File: src/gld_pkg.sv
// Constants, encodings and carrier types of the graphic LCD command decoder.
// Assumes the host reaches it through a two-location byte port (data, command/status).
package gld_pkg;

   // Host port locations
   localparam logic       ADDR_DATA   = 1'b0;
   localparam logic       ADDR_CMD    = 1'b1;

   // Status bit positions
   localparam int         STS_CMD_OK  = 0;
   localparam int         STS_DATA_OK = 1;
   localparam int         STS_ARD_OK  = 2;
   localparam int         STS_AWR_OK  = 3;
   localparam int         STS_ERR     = 6;

   // Command codes and groups
   localparam logic [3:0] GRP_REG     = 4'h2;
   localparam logic [3:0] GRP_CTRL    = 4'h4;
   localparam logic [3:0] GRP_MODE    = 4'h8;
   localparam logic [3:0] GRP_DISP    = 4'h9;
   localparam logic [3:0] GRP_CURS    = 4'ha;
   localparam logic [3:0] GRP_AUTO    = 4'hb;
   localparam logic [3:0] GRP_DATA    = 4'hc;
   localparam logic [3:0] GRP_SCREEN  = 4'he;
   localparam logic [3:0] GRP_BIT     = 4'hf;
   localparam logic [3:0] SUB_CURSOR  = 4'h1;
   localparam logic [3:0] SUB_POINTER = 4'h4;
   localparam logic [7:0] CMD_AUTO_WR = 8'hb0;
   localparam logic [7:0] CMD_AUTO_RD = 8'hb1;
   localparam logic [7:0] CMD_AUTO_RS = 8'hb2;
   localparam logic [7:0] CMD_PEEK    = 8'he0;
   localparam logic [7:0] CMD_COPY    = 8'he8;

   typedef enum logic [1:0] {
      CMB_OR   = 2'b00,
      CMB_XOR  = 2'b01,
      CMB_ATTR = 2'b10,
      CMB_AND  = 2'b11
   } gld_comb_t;

   typedef enum logic [1:0] {
      ST_IDLE = 2'b00,
      ST_RD1  = 2'b01,
      ST_RD2  = 2'b10,
      ST_COPY = 2'b11
   } gld_st_t;

   typedef enum logic [2:0] {
      OP_READ = 3'b000,
      OP_AUTO = 3'b001,
      OP_BIT  = 3'b010,
      OP_PEEK = 3'b011,
      OP_COPY = 3'b100
   } gld_op_t;

   typedef struct packed {
      logic [15:0] text_home;
      logic [7:0]  text_stride;
      logic [15:0] gfx_home;
      logic [7:0]  gfx_stride;
      gld_comb_t   comb;
      logic        cg_ext;
      logic        text_en;
      logic        gfx_en;
      logic        cursor_en;
      logic        blink_en;
      logic [2:0]  cursor_lines;   // Height minus one
      logic [7:0]  cursor_x;
      logic [7:0]  cursor_y;
   } gld_cfg_t;

   typedef struct packed {
      logic [15:0] addr;
      logic [7:0]  wdata;
      logic        we;
      logic        re;
   } gld_ram_req_t;

   localparam gld_cfg_t     CFG_RESET = '0;
   localparam gld_ram_req_t RAM_IDLE  = '0;

   // Shown byte from text pattern (plain and attributed) and graphic byte
   function automatic logic [7:0] gld_combine(gld_cfg_t c, logic [7:0] txt, logic [7:0] txt_attr,
                                              logic [7:0] gfx);
      logic [7:0] t;
      logic [7:0] g;
      t = c.text_en ? txt : 8'h00;
      g = c.gfx_en ? gfx : 8'h00;
      case (c.comb)
         CMB_OR:   gld_combine = t | g;
         CMB_XOR:  gld_combine = t ^ g;
         CMB_AND:  gld_combine = t & g;
         default:  gld_combine = c.text_en ? txt_attr : 8'h00;
      endcase
   endfunction : gld_combine

endpackage : gld_pkg

File: src/gld_attr_dec.sv
// Decoder of a text attribute byte into reverse, inhibit and blink.
// Assumes the byte comes from the graphic area; undefined codes show as normal.
`timescale 1ns/1ps
module gld_attr_dec (
   input  wire logic [7:0] attr,      // Attribute byte, upper nibble ignored
   output      logic       reverse,   // Show inverted
   output      logic       inhibit,   // Show blank
   output      logic       blink      // Blink the character
);
   always_comb begin
      reverse = attr[2] & ~attr[1] & attr[0];
      inhibit = ~attr[2] & attr[1] & attr[0];
      blink   = attr[3] & (reverse | inhibit | (attr[2:0] == 3'b000));
   end
endmodule : gld_attr_dec

File: src/gld_cmd_decoder.sv
// Command decoder of a dot-matrix graphic display controller.
// Assumes a host byte port (data / command-status) and a display RAM with one-cycle read latency.
`timescale 1ns/1ps
module gld_cmd_decoder (
   input  wire logic                  core_clk,             // Clock, 25 MHz
   input  wire logic                  nrst,                 // Asynchronous reset, active low
   input  wire logic                  bus_addr,             // 0 data, 1 command/status
   input  wire logic [7:0]            bus_wdata,            // Write byte
   input  wire logic                  bus_wr,               // Write strobe
   input  wire logic                  bus_rd,               // Read strobe
   output      logic [7:0]            bus_rdata,            // Read byte, cycle after strobe
   output      gld_pkg::gld_ram_req_t ram_req,              // Display RAM request
   input  wire logic [7:0]            ram_rdata,            // RAM byte, one cycle after re
   input  wire logic [7:0]            cg_pattern,           // Character pattern row for the cell
   input  wire logic [7:0]            fixed_column_count,   // Columns set by pins
   input  wire logic [7:0]            display_rows,         // Rows on the panel
   input  wire logic                  dual_screen,          // Two-screen drive strap
   input  wire logic [7:0]            scan_row,             // Zero-based row being scanned
   output      gld_pkg::gld_cfg_t     cfg,                  // Display configuration
   output      logic [15:0]           text_row_base,        // Start of scanned text row
   output      logic [15:0]           graphic_row_base,     // Start of scanned graphic row
   output      logic [15:0]           display_ram_pointer,  // Address pointer
   output      logic                  auto_read_ready_flag, // Auto read byte ready
   output      logic                  auto_write_ready_flag,// Auto write accepts a byte
   output      logic                  peek_copy_error_flag  // Peek outside graphic area
);

   typedef struct packed {
      gld_pkg::gld_st_t      st;
      gld_pkg::gld_op_t      op;
      gld_pkg::gld_cfg_t     cfg;
      gld_pkg::gld_ram_req_t ram;
      logic [15:0]           ptr;
      logic [7:0]            op0;
      logic [7:0]            op1;
      logic                  auto_wr;
      logic                  auto_rd;
      logic [7:0]            stack;
      logic                  stack_vld;
      logic                  peek_err;
      logic [3:0]            sub;
      logic [7:0]            cnt;
      logic [7:0]            rdata;
      logic [15:0]           tbase;
      logic [15:0]           gbase;
      logic                  ard_ok;
      logic                  awr_ok;
   } gld_state_t;

   gld_state_t  s_r;
   gld_state_t  s_nxt;
   logic [15:0] tbase_w;
   logic [15:0] gbase_w;
   logic [15:0] gend_w;
   logic        attr_rev;
   logic        attr_inh;
   logic [7:0]  txt_attr;
   logic [7:0]  shown;

   ////////////////////////////////////////////////////////////////////////////
   // Row addressing and attribute decode

   gld_row_addr u_text_row (
      .home   (s_r.cfg.text_home),
      .stride (s_r.cfg.text_stride),
      .row    (scan_row),
      .base   (tbase_w)
   );

   gld_row_addr u_gfx_row (
      .home   (s_r.cfg.gfx_home),
      .stride (s_r.cfg.gfx_stride),
      .row    (scan_row),
      .base   (gbase_w)
   );

   // First address past the graphic area bounds the peek window
   gld_row_addr u_gfx_end (
      .home   (s_r.cfg.gfx_home),
      .stride (s_r.cfg.gfx_stride),
      .row    (display_rows),
      .base   (gend_w)
   );

   // The graphic byte at the same offset is the attribute of the cell
   gld_attr_dec u_attr (
      .attr    (ram_rdata),
      .reverse (attr_rev),
      .inhibit (attr_inh),
      .blink   ()
   );

   always_comb begin
      txt_attr = attr_inh ? 8'h00 : (attr_rev ? ~cg_pattern : cg_pattern);
      shown    = gld_pkg::gld_combine(s_r.cfg, cg_pattern, txt_attr, ram_rdata);
   end

   ////////////////////////////////////////////////////////////////////////////
   // Next state

   always_comb begin
      logic       idle;
      logic [7:0] c;
      logic [7:0] mask;
      logic [7:0] nxt_cnt;
      idle    = (s_r.st == gld_pkg::ST_IDLE);
      c       = bus_wdata;
      mask    = 8'(8'h01 << s_r.sub[2:0]);
      nxt_cnt = s_r.cnt + 8'h01;
      s_nxt        = s_r;
      s_nxt.ram.we = 1'b0;
      s_nxt.ram.re = 1'b0;
      s_nxt.rdata  = 8'h00;
      s_nxt.tbase  = tbase_w;
      s_nxt.gbase  = gbase_w;

      // Host reads; data reads in auto read consume the stacked byte
      if (bus_rd) begin
         if (bus_addr == gld_pkg::ADDR_CMD) begin
            s_nxt.rdata[gld_pkg::STS_CMD_OK]  = idle;
            s_nxt.rdata[gld_pkg::STS_DATA_OK] = idle;
            s_nxt.rdata[gld_pkg::STS_ARD_OK]  = s_r.ard_ok;
            s_nxt.rdata[gld_pkg::STS_AWR_OK]  = s_r.awr_ok;
            s_nxt.rdata[gld_pkg::STS_ERR]     = s_r.peek_err;
         end else begin
            s_nxt.rdata = s_r.stack;
            if (s_r.auto_rd) begin
               s_nxt.stack_vld = 1'b0;
            end
         end
      end

      // Prefetch the next auto read byte while the stack is empty
      if (idle && s_r.auto_rd && !s_r.stack_vld) begin
         s_nxt.ram.re   = 1'b1;
         s_nxt.ram.addr = s_r.ptr;
         s_nxt.op       = gld_pkg::OP_AUTO;
         s_nxt.st       = gld_pkg::ST_RD1;
      end

      // Data writes: display data in auto write, operands outside both auto modes
      if (bus_wr && bus_addr == gld_pkg::ADDR_DATA) begin
         if (s_r.auto_wr) begin
            if (idle) begin
               s_nxt.ram.we    = 1'b1;
               s_nxt.ram.addr  = s_r.ptr;
               s_nxt.ram.wdata = bus_wdata;
               s_nxt.ptr       = s_r.ptr + 16'h0001;
            end
         end else if (!s_r.auto_rd) begin
            s_nxt.op0 = s_r.op1;
            s_nxt.op1 = bus_wdata;
         end
      end

      // Commands are taken only while idle; busy shows in the status
      if (bus_wr && bus_addr == gld_pkg::ADDR_CMD && idle) begin
         if (s_r.auto_wr || s_r.auto_rd) begin
            if (c == gld_pkg::CMD_AUTO_RS) begin
               s_nxt.auto_wr   = 1'b0;
               s_nxt.auto_rd   = 1'b0;
               s_nxt.stack_vld = 1'b0;
               s_nxt.ram.re    = 1'b0;
               s_nxt.st        = gld_pkg::ST_IDLE;
            end
         end else begin
            case (c[7:4])
               gld_pkg::GRP_REG: begin
                  if (c[3:0] == gld_pkg::SUB_CURSOR) begin
                     s_nxt.cfg.cursor_x = s_r.op0;
                     s_nxt.cfg.cursor_y = s_r.op1;
                  end else if (c[3:0] == gld_pkg::SUB_POINTER) begin
                     s_nxt.ptr = {s_r.op1, s_r.op0};
                  end
               end
               gld_pkg::GRP_CTRL: begin
                  if (c[3:2] == 2'b00) begin
                     case (c[1:0])
                        2'b00:   s_nxt.cfg.text_home   = {s_r.op1, s_r.op0};
                        2'b01:   s_nxt.cfg.text_stride = s_r.op0;
                        2'b10:   s_nxt.cfg.gfx_home    = {s_r.op1, s_r.op0};
                        default: s_nxt.cfg.gfx_stride  = s_r.op0;
                     endcase
                  end
               end
               gld_pkg::GRP_MODE: begin
                  s_nxt.cfg.cg_ext = c[3];
                  case (c[2:0])
                     3'b000:  s_nxt.cfg.comb = gld_pkg::CMB_OR;
                     3'b001:  s_nxt.cfg.comb = gld_pkg::CMB_XOR;
                     3'b011:  s_nxt.cfg.comb = gld_pkg::CMB_AND;
                     3'b100:  s_nxt.cfg.comb = gld_pkg::CMB_ATTR;
                     default: s_nxt.cfg.comb = s_r.cfg.comb;
                  endcase
               end
               gld_pkg::GRP_DISP: begin
                  s_nxt.cfg.blink_en  = c[0];
                  s_nxt.cfg.cursor_en = c[1];
                  s_nxt.cfg.text_en   = c[2];
                  s_nxt.cfg.gfx_en    = c[3];
               end
               gld_pkg::GRP_CURS: begin
                  if (!c[3]) begin
                     s_nxt.cfg.cursor_lines = c[2:0];
                  end
               end
               gld_pkg::GRP_AUTO: begin
                  if (c == gld_pkg::CMD_AUTO_WR) begin
                     s_nxt.auto_wr = 1'b1;
                  end else if (c == gld_pkg::CMD_AUTO_RD) begin
                     s_nxt.auto_rd   = 1'b1;
                     s_nxt.stack_vld = 1'b0;
                  end
               end
               gld_pkg::GRP_DATA: begin
                  if (!c[3] && c[2:1] != 2'b11) begin
                     s_nxt.sub = c[3:0];
                     if (c[0]) begin
                        s_nxt.ram.re   = 1'b1;
                        s_nxt.ram.addr = s_r.ptr;
                        s_nxt.op       = gld_pkg::OP_READ;
                        s_nxt.st       = gld_pkg::ST_RD1;
                     end else begin
                        s_nxt.ram.we    = 1'b1;
                        s_nxt.ram.addr  = s_r.ptr;
                        s_nxt.ram.wdata = s_r.op1;
                        case (c[2:1])
                           2'b00:   s_nxt.ptr = s_r.ptr + 16'h0001;
                           2'b01:   s_nxt.ptr = s_r.ptr - 16'h0001;
                           default: s_nxt.ptr = s_r.ptr;
                        endcase
                     end
                  end
               end
               gld_pkg::GRP_SCREEN: begin
                  if (c == gld_pkg::CMD_PEEK) begin
                     if (s_r.ptr >= s_r.cfg.gfx_home && s_r.ptr < gend_w) begin
                        s_nxt.ram.re   = 1'b1;
                        s_nxt.ram.addr = s_r.ptr;
                        s_nxt.op       = gld_pkg::OP_PEEK;
                        s_nxt.st       = gld_pkg::ST_RD1;
                        s_nxt.peek_err = 1'b0;
                     end else begin
                        s_nxt.peek_err = 1'b1;
                     end
                  end else if (c == gld_pkg::CMD_COPY) begin
                     if (s_r.cfg.comb != gld_pkg::CMB_ATTR && !dual_screen) begin
                        s_nxt.cnt = 8'h00;
                        s_nxt.op  = gld_pkg::OP_COPY;
                        s_nxt.st  = gld_pkg::ST_COPY;
                     end
                  end
               end
               gld_pkg::GRP_BIT: begin
                  s_nxt.sub      = c[3:0];
                  s_nxt.ram.re   = 1'b1;
                  s_nxt.ram.addr = s_r.ptr;
                  s_nxt.op       = gld_pkg::OP_BIT;
                  s_nxt.st       = gld_pkg::ST_RD1;
               end
               default: begin
               end
            endcase
         end
      end

      // Read sequencer for data read, auto read, bit change, peek and copy
      case (s_r.st)
         gld_pkg::ST_RD1: begin
            s_nxt.st = gld_pkg::ST_RD2;
         end
         gld_pkg::ST_RD2: begin
            s_nxt.st = gld_pkg::ST_IDLE;
            case (s_r.op)
               gld_pkg::OP_READ: begin
                  s_nxt.stack     = ram_rdata;
                  s_nxt.stack_vld = 1'b1;
                  case (s_r.sub[2:1])
                     2'b00:   s_nxt.ptr = s_r.ptr + 16'h0001;
                     2'b01:   s_nxt.ptr = s_r.ptr - 16'h0001;
                     default: s_nxt.ptr = s_r.ptr;
                  endcase
               end
               gld_pkg::OP_AUTO: begin
                  if (s_r.auto_rd) begin
                     s_nxt.stack     = ram_rdata;
                     s_nxt.stack_vld = 1'b1;
                     s_nxt.ptr       = s_r.ptr + 16'h0001;
                  end
               end
               gld_pkg::OP_BIT: begin
                  s_nxt.ram.we    = 1'b1;
                  s_nxt.ram.addr  = s_r.ptr;
                  s_nxt.ram.wdata = s_r.sub[3] ? (ram_rdata | mask) : (ram_rdata & ~mask);
               end
               gld_pkg::OP_PEEK: begin
                  s_nxt.stack     = shown;
                  s_nxt.stack_vld = 1'b1;
               end
               gld_pkg::OP_COPY: begin
                  s_nxt.ram.we    = 1'b1;
                  s_nxt.ram.addr  = s_r.ptr + {8'h00, s_r.cnt};
                  s_nxt.ram.wdata = shown;
                  s_nxt.cnt       = nxt_cnt;
                  if (nxt_cnt < fixed_column_count) begin
                     s_nxt.st = gld_pkg::ST_COPY;
                  end
               end
               default: begin
               end
            endcase
         end
         gld_pkg::ST_COPY: begin
            s_nxt.ram.re   = 1'b1;
            s_nxt.ram.addr = s_r.ptr + {8'h00, s_r.cnt};
            s_nxt.st       = gld_pkg::ST_RD1;
         end
         default: begin
         end
      endcase

      s_nxt.ard_ok = s_nxt.auto_rd & s_nxt.stack_vld;
      s_nxt.awr_ok = s_nxt.auto_wr & (s_nxt.st == gld_pkg::ST_IDLE);
   end

   ////////////////////////////////////////////////////////////////////////////
   // State register

   always_ff @(posedge core_clk or negedge nrst) begin
      if (!nrst) begin
         s_r       <= '0;
         s_r.cfg   <= gld_pkg::CFG_RESET;
         s_r.ram   <= gld_pkg::RAM_IDLE;
         s_r.st    <= gld_pkg::ST_IDLE;
         s_r.op    <= gld_pkg::OP_READ;
      end else begin
         s_r <= s_nxt;
      end
   end

   ////////////////////////////////////////////////////////////////////////////
   // Outputs, all straight from the state register

   always_comb begin
      bus_rdata             = s_r.rdata;
      ram_req               = s_r.ram;
      cfg                   = s_r.cfg;
      text_row_base         = s_r.tbase;
      graphic_row_base      = s_r.gbase;
      display_ram_pointer   = s_r.ptr;
      auto_read_ready_flag  = s_r.ard_ok;
      auto_write_ready_flag = s_r.awr_ok;
      peek_copy_error_flag  = s_r.peek_err;
   end

endmodule : gld_cmd_decoder

File: src/gld_row_addr.sv
// Start address of a display row: home plus row index times stride.
// Assumes a 16-bit display RAM address space; wraps modulo 64 KiB.
`timescale 1ns/1ps
module gld_row_addr (
   input  wire logic [15:0] home,     // Home address of the area
   input  wire logic [7:0]  stride,   // Bytes between rows
   input  wire logic [7:0]  row,      // Zero-based row index
   output      logic [15:0] base      // Start address of the row
);
   always_comb begin
      base = home + ({8'h00, stride} * {8'h00, row});
   end
endmodule : gld_row_addr

File: config.mk
export PLATFORM = sky130hd
export DESIGN_NAME = gld_cmd_decoder
export DESIGN_NICKNAME = d
export VERILOG_FILES = /design/src/gld_pkg.sv /design/src/gld_attr_dec.sv /design/src/gld_cmd_decoder.sv /design/src/gld_row_addr.sv
export SDC_FILE = /design/constraint.sdc
export NUM_CORES = 1
export LEC_CHECK = 0
export BUFFER_PORTS_ARGS = -buffer_cell sky130_fd_sc_hd__buf_2
export CAP_MARGIN = 10
export CORE_AREA = 4 4 243 292
export DETAILED_ROUTE_END_ITERATION = 7
export DIE_AREA = 0 0 247 296
export GPL_ROUTABILITY_DRIVEN = 0
export PLACE_DENSITY = 0.51
export SLEW_MARGIN = 20
export SYNTH_ARGS = -nofsm -noshare
export SYNTH_HDL_FRONTEND = slang
export SYNTH_SLANG_ARGS = --single-unit
export TNS_END_PERCENT = 50
File: constraint.sdc
create_clock -name core_clk -period 16.4 [get_ports core_clk]
set_clock_uncertainty 0.1 [all_clocks]
set_input_delay 2.46 -clock core_clk [delete_from_list [all_inputs] [get_ports core_clk]]
set_output_delay 2.46 -clock core_clk [all_outputs]
set_load 0.03 [all_outputs]
==> flow_metrics.py <==
metrics = {
    "status": {
        "outcome": "finished clean",
    },
    "drt": {
        "drtIter0Drc": 1206,
        "route.met2.wl_um": 34800,
        "ant_nets": 0,
        "vias": 16900,
        "avgViaCountPerCell": 5.11,
        "wire_per_inst_um": 20.6,
        "wl_met3_um": 3790,
        "top_layer_used": "met5",
        "drc_errors": 0,
        "first_pass_iters": 6,
        "drt-met1-wl_um": 27400,
        "wirelength_um": 68100,
    },
    "global_routing": {
        "antenna_found_initial": 3,
        "grt_first_pass_wirelength_um": 105000,
        "grtUsageTotal": 0.184,
        "overflow": 0,
        "grt_pass1_vias": 17400,
        "grt_start_max_net_pins": 132,
    },
    "synthesis": {
        "synth_area_mm2": 0.0210,
        "synthCells": 2372,
        "synthFlopType": "dfrtp_1",
        "yosysSeqAreaShare": 0.242,
        "ys_types": 94,
        "syn_nets": 2747,
        "yosysTopAreaCell": "dfrtp_1",
        "ys_ff_latch": 203,
        "synth_area_per_cell_um2": 8.84,
        "synth-edff-count": 0,
        "yosys-top-cells-area": "dfrtp_1, fa_1, ha_1, buf_4, inv_1",
        "synth_top_area_frac": 0.242,
        "async_flop_share": 1.00,
        "yosysWarnings": 0,
    },
    "layout": {
        "fin_nets": 2748,
        "area_growth_pct": 7.99,
        "stdcell_area_mm2": 0.0226,
        "drive_above_1_share": 0.159,
    },
    "pwr": {
        "power.switching_uw": 1040,
        "p_clk_frac": 0.264,
        "powerDensity_mw_per_mm2": 104,
        "vdd_drop_max_mv": 0.0773,
        "power.share.switching": 0.443,
        "p_int_uw": 1310,
        "seq_power_share": 0.328,
        "pwr-share-comb": 0.408,
        "total_leakage_power_uw": 0.0107,
    },
    "die": {
        "num_io_pins": 213,
        "core_mm2": 0.0682,
        "die_x_um": 247,
        "die_h_um": 296,
        "die_area_mm2": 0.0731,
        "initial_core_util": 0.307,
        "core.rowCount": 105,
    },
    "worst_setup_path": {
        "crit_slowest_cell": "nand2_1",
        "path_delay_family": "adder cells",
        "crit_type": "input port to register",
        "critPathArrivalTime_ps": 8770,
        "cp_common_cell": "ha_1",
        "end_kind": "register",
        "crit_path_max_incr_delay_ps": 580,
        "critPathLaunchType": "input port",
        "crit_buf_inv": 4,
        "critPathMaxFanout": 12,
        "worstPathRequired_ps": 16770,
    },
    "cts": {
        "cts_resized": 0,
        "cts_buffers": 28,
        "h-tree-depth": 1,
        "ctsRootBufferMaster": "clkbuf_16",
        "path_clk_slew_ps": 70,
        "cts_setup_buffers": 0,
        "hold_buffers": 0,
        "tritoncts": "built",
        "worstSkewPairLatency_ps": 590,
        "clockBufferDepth": 3,
        "cts_sinks": 203,
    },
    "sta": {
        "final_max_slew_viol_count": 0,
        "fin_crit_sh": 0.512,
        "fin_setup_tns_ps": 0,
        "worstMarginPinSlew_ps": 1260,
        "post-route-min-period_ps": 8400,
        "fmax_mhz": 119,
        "maxSlewHeadroom": 0.152,
        "finalHoldViolations": 0,
        "finalSetupViolations": 0,
        "rsz0062_at_grt": "false",
    },
    "placement": {
        "dp_hpwl_um": 51900,
        "placed_cell_area_mm2": 0.0217,
        "io_buffers": 212,
    },
    "flow_run": {
        "max-cap-violations": 0,
    },
    "worst_hold_path": {
        "hold_path_class": "register to register",
    },
}
==> cell type report <==
class	count	area [µm²]
fill	7082	45500
multi-input combinational	1621	13200
sequential	203	5080
timing repair buffer	228	1210
tap	909	1140
inverter	291	1090
clock buffer	37	776
clock inverter	14	141
antenna	1	2.50
==> cells in the mapped netlist, drive strengths merged, types with 16 or more instances <==
cell      n
inv     290
nand2   277
dfrtp   203
buf     190
ha      170
fa      151
nor2    116
and2    112
o21ai   110
a21oi   108
mux2     70
clkbuf   67
xnor2    62
nand3    39
nor3     38
xor2     35
nor2b    20
a21o     19
o211ai   19
mux2i    18
a22oi    16
o221ai   16
o22ai    16
==> registers in the layout (all words and copies together), names as in the netlist <==
signal / flops
s_r: 44
ram_req: 26
text_row_base: 16
auto_read_ready_flag: 1
display_ram_pointer: 16
cfg: 74
auto_write_ready_flag: 1
bus_rdata: 8
peek_copy_error_flag: 1
graphic_row_base: 16
==> power groups by stage <==
stage / combinational, µW / clock, µW / sequential, µW
after floorplan: 837 / 0 / 663
final: 961 / 622 / 774
after global placement: 946 / 0 / 781
after global routing: 1060 / 659 / 788
after detailed placement: 964 / 0 / 782
after CTS: 969 / 643 / 774
==> kinds of logic (layout without fill, tap and decap cells) <==
| family | count (synthesis) | after routing | synth area share |
|---|---|---|---|
| AND/OR/NAND/NOR | 694 | 694 | 0.166 |
| buffers and inverters | 548 | 570 | 0.129 |
| XOR/XNOR | 97 | 97 | 0.0405 |
| flip-flops | 203 | 203 | 0.242 |
| adder cells (fa/ha/maj) | 321 | 321 | 0.246 |
| AO/OA/AOI/OAI | 421 | 421 | 0.131 |
| other | 0 | 1 | 0 |
| multiplexers | 88 | 88 | 0.0462 |
==> cell usage in the layout, fill, tap and decap left out, types with 13 or more instances in the layout <==
cell type and n:
a21o_1 19, a21oi_1 107, a22oi_1 16, and2_1 112, buf_2 211, buf_4 14
clkbuf_16 29, dfrtp_1 203, fa_1 151, ha_1 170, inv_1 290, mux2_2 68
mux2i_1 18, nand2_1 276, nand2b_1 13, nand3_1 38, nor2_1 112, nor2b_1 20
nor3_1 33, o211ai_1 19, o21ai_0 105, o221ai_1 16, o22ai_1 16, or3_1 13
xnor2_1 62, xor2_1 35
==> layer usage <==
metal  GRT usage  up-vias
met5           0        -
met4      0.0531        2
met2       0.333      543
met1       0.226     8460
li1            -     7765
met3      0.0281      116
==> worst reg2reg max path: cells and delay by family, from the launching register on <==
family | cells | cell delay, ps
buffers and inverters | 3 | 140
AOI/OAI and AO/OA | 9 | 2120
xor gates and xnor gates | 1 | 140
muxes | 1 | 280
and+or+nand+nor | 5 | 1030
DFF | 1 | 840
adders and majority gates | 7 | 2500
==> path summary, 6_finish.rpt <==
path	start	end	slack (ps)	depth (start not counted)
worst max-delay path	display_rows[0]	ram_req[18]	8000	27
worst min-delay path	s_r[61]	bus_rdata[5]	390	1
worst max register to register	cfg[28]	ram_req[18]	9190	26
worst min register to register	s_r[61]	bus_rdata[5]	390	1
max in group asynchronous	nrst	ram_req[1]	12910	3
min in group asynchronous	nrst	cfg[3]	1770	1
==> stage by stage <==
| stage | utilization | setup WS (ps) | hold slack (ps) | total power (µW) | instances |
|---|---|---|---|---|---|
| floorplan | - | 8410 | 351 | 1500 | 2372 |
| global placement | 0.318 | 7520 | 366 | 1730 | 3251 |
| detailed placement | 0.318 | 7470 | 380 | 1750 | 3251 |
| CTS | 0.332 | 8080 | 401 | 2390 | 3302 |
| global route | 0.332 | 7600 | 412 | 2510 | 3304 |
| finish | 0.332 | 8000 | 395 | 2360 | 3304 |
Power figures use the tool's default switching activity.
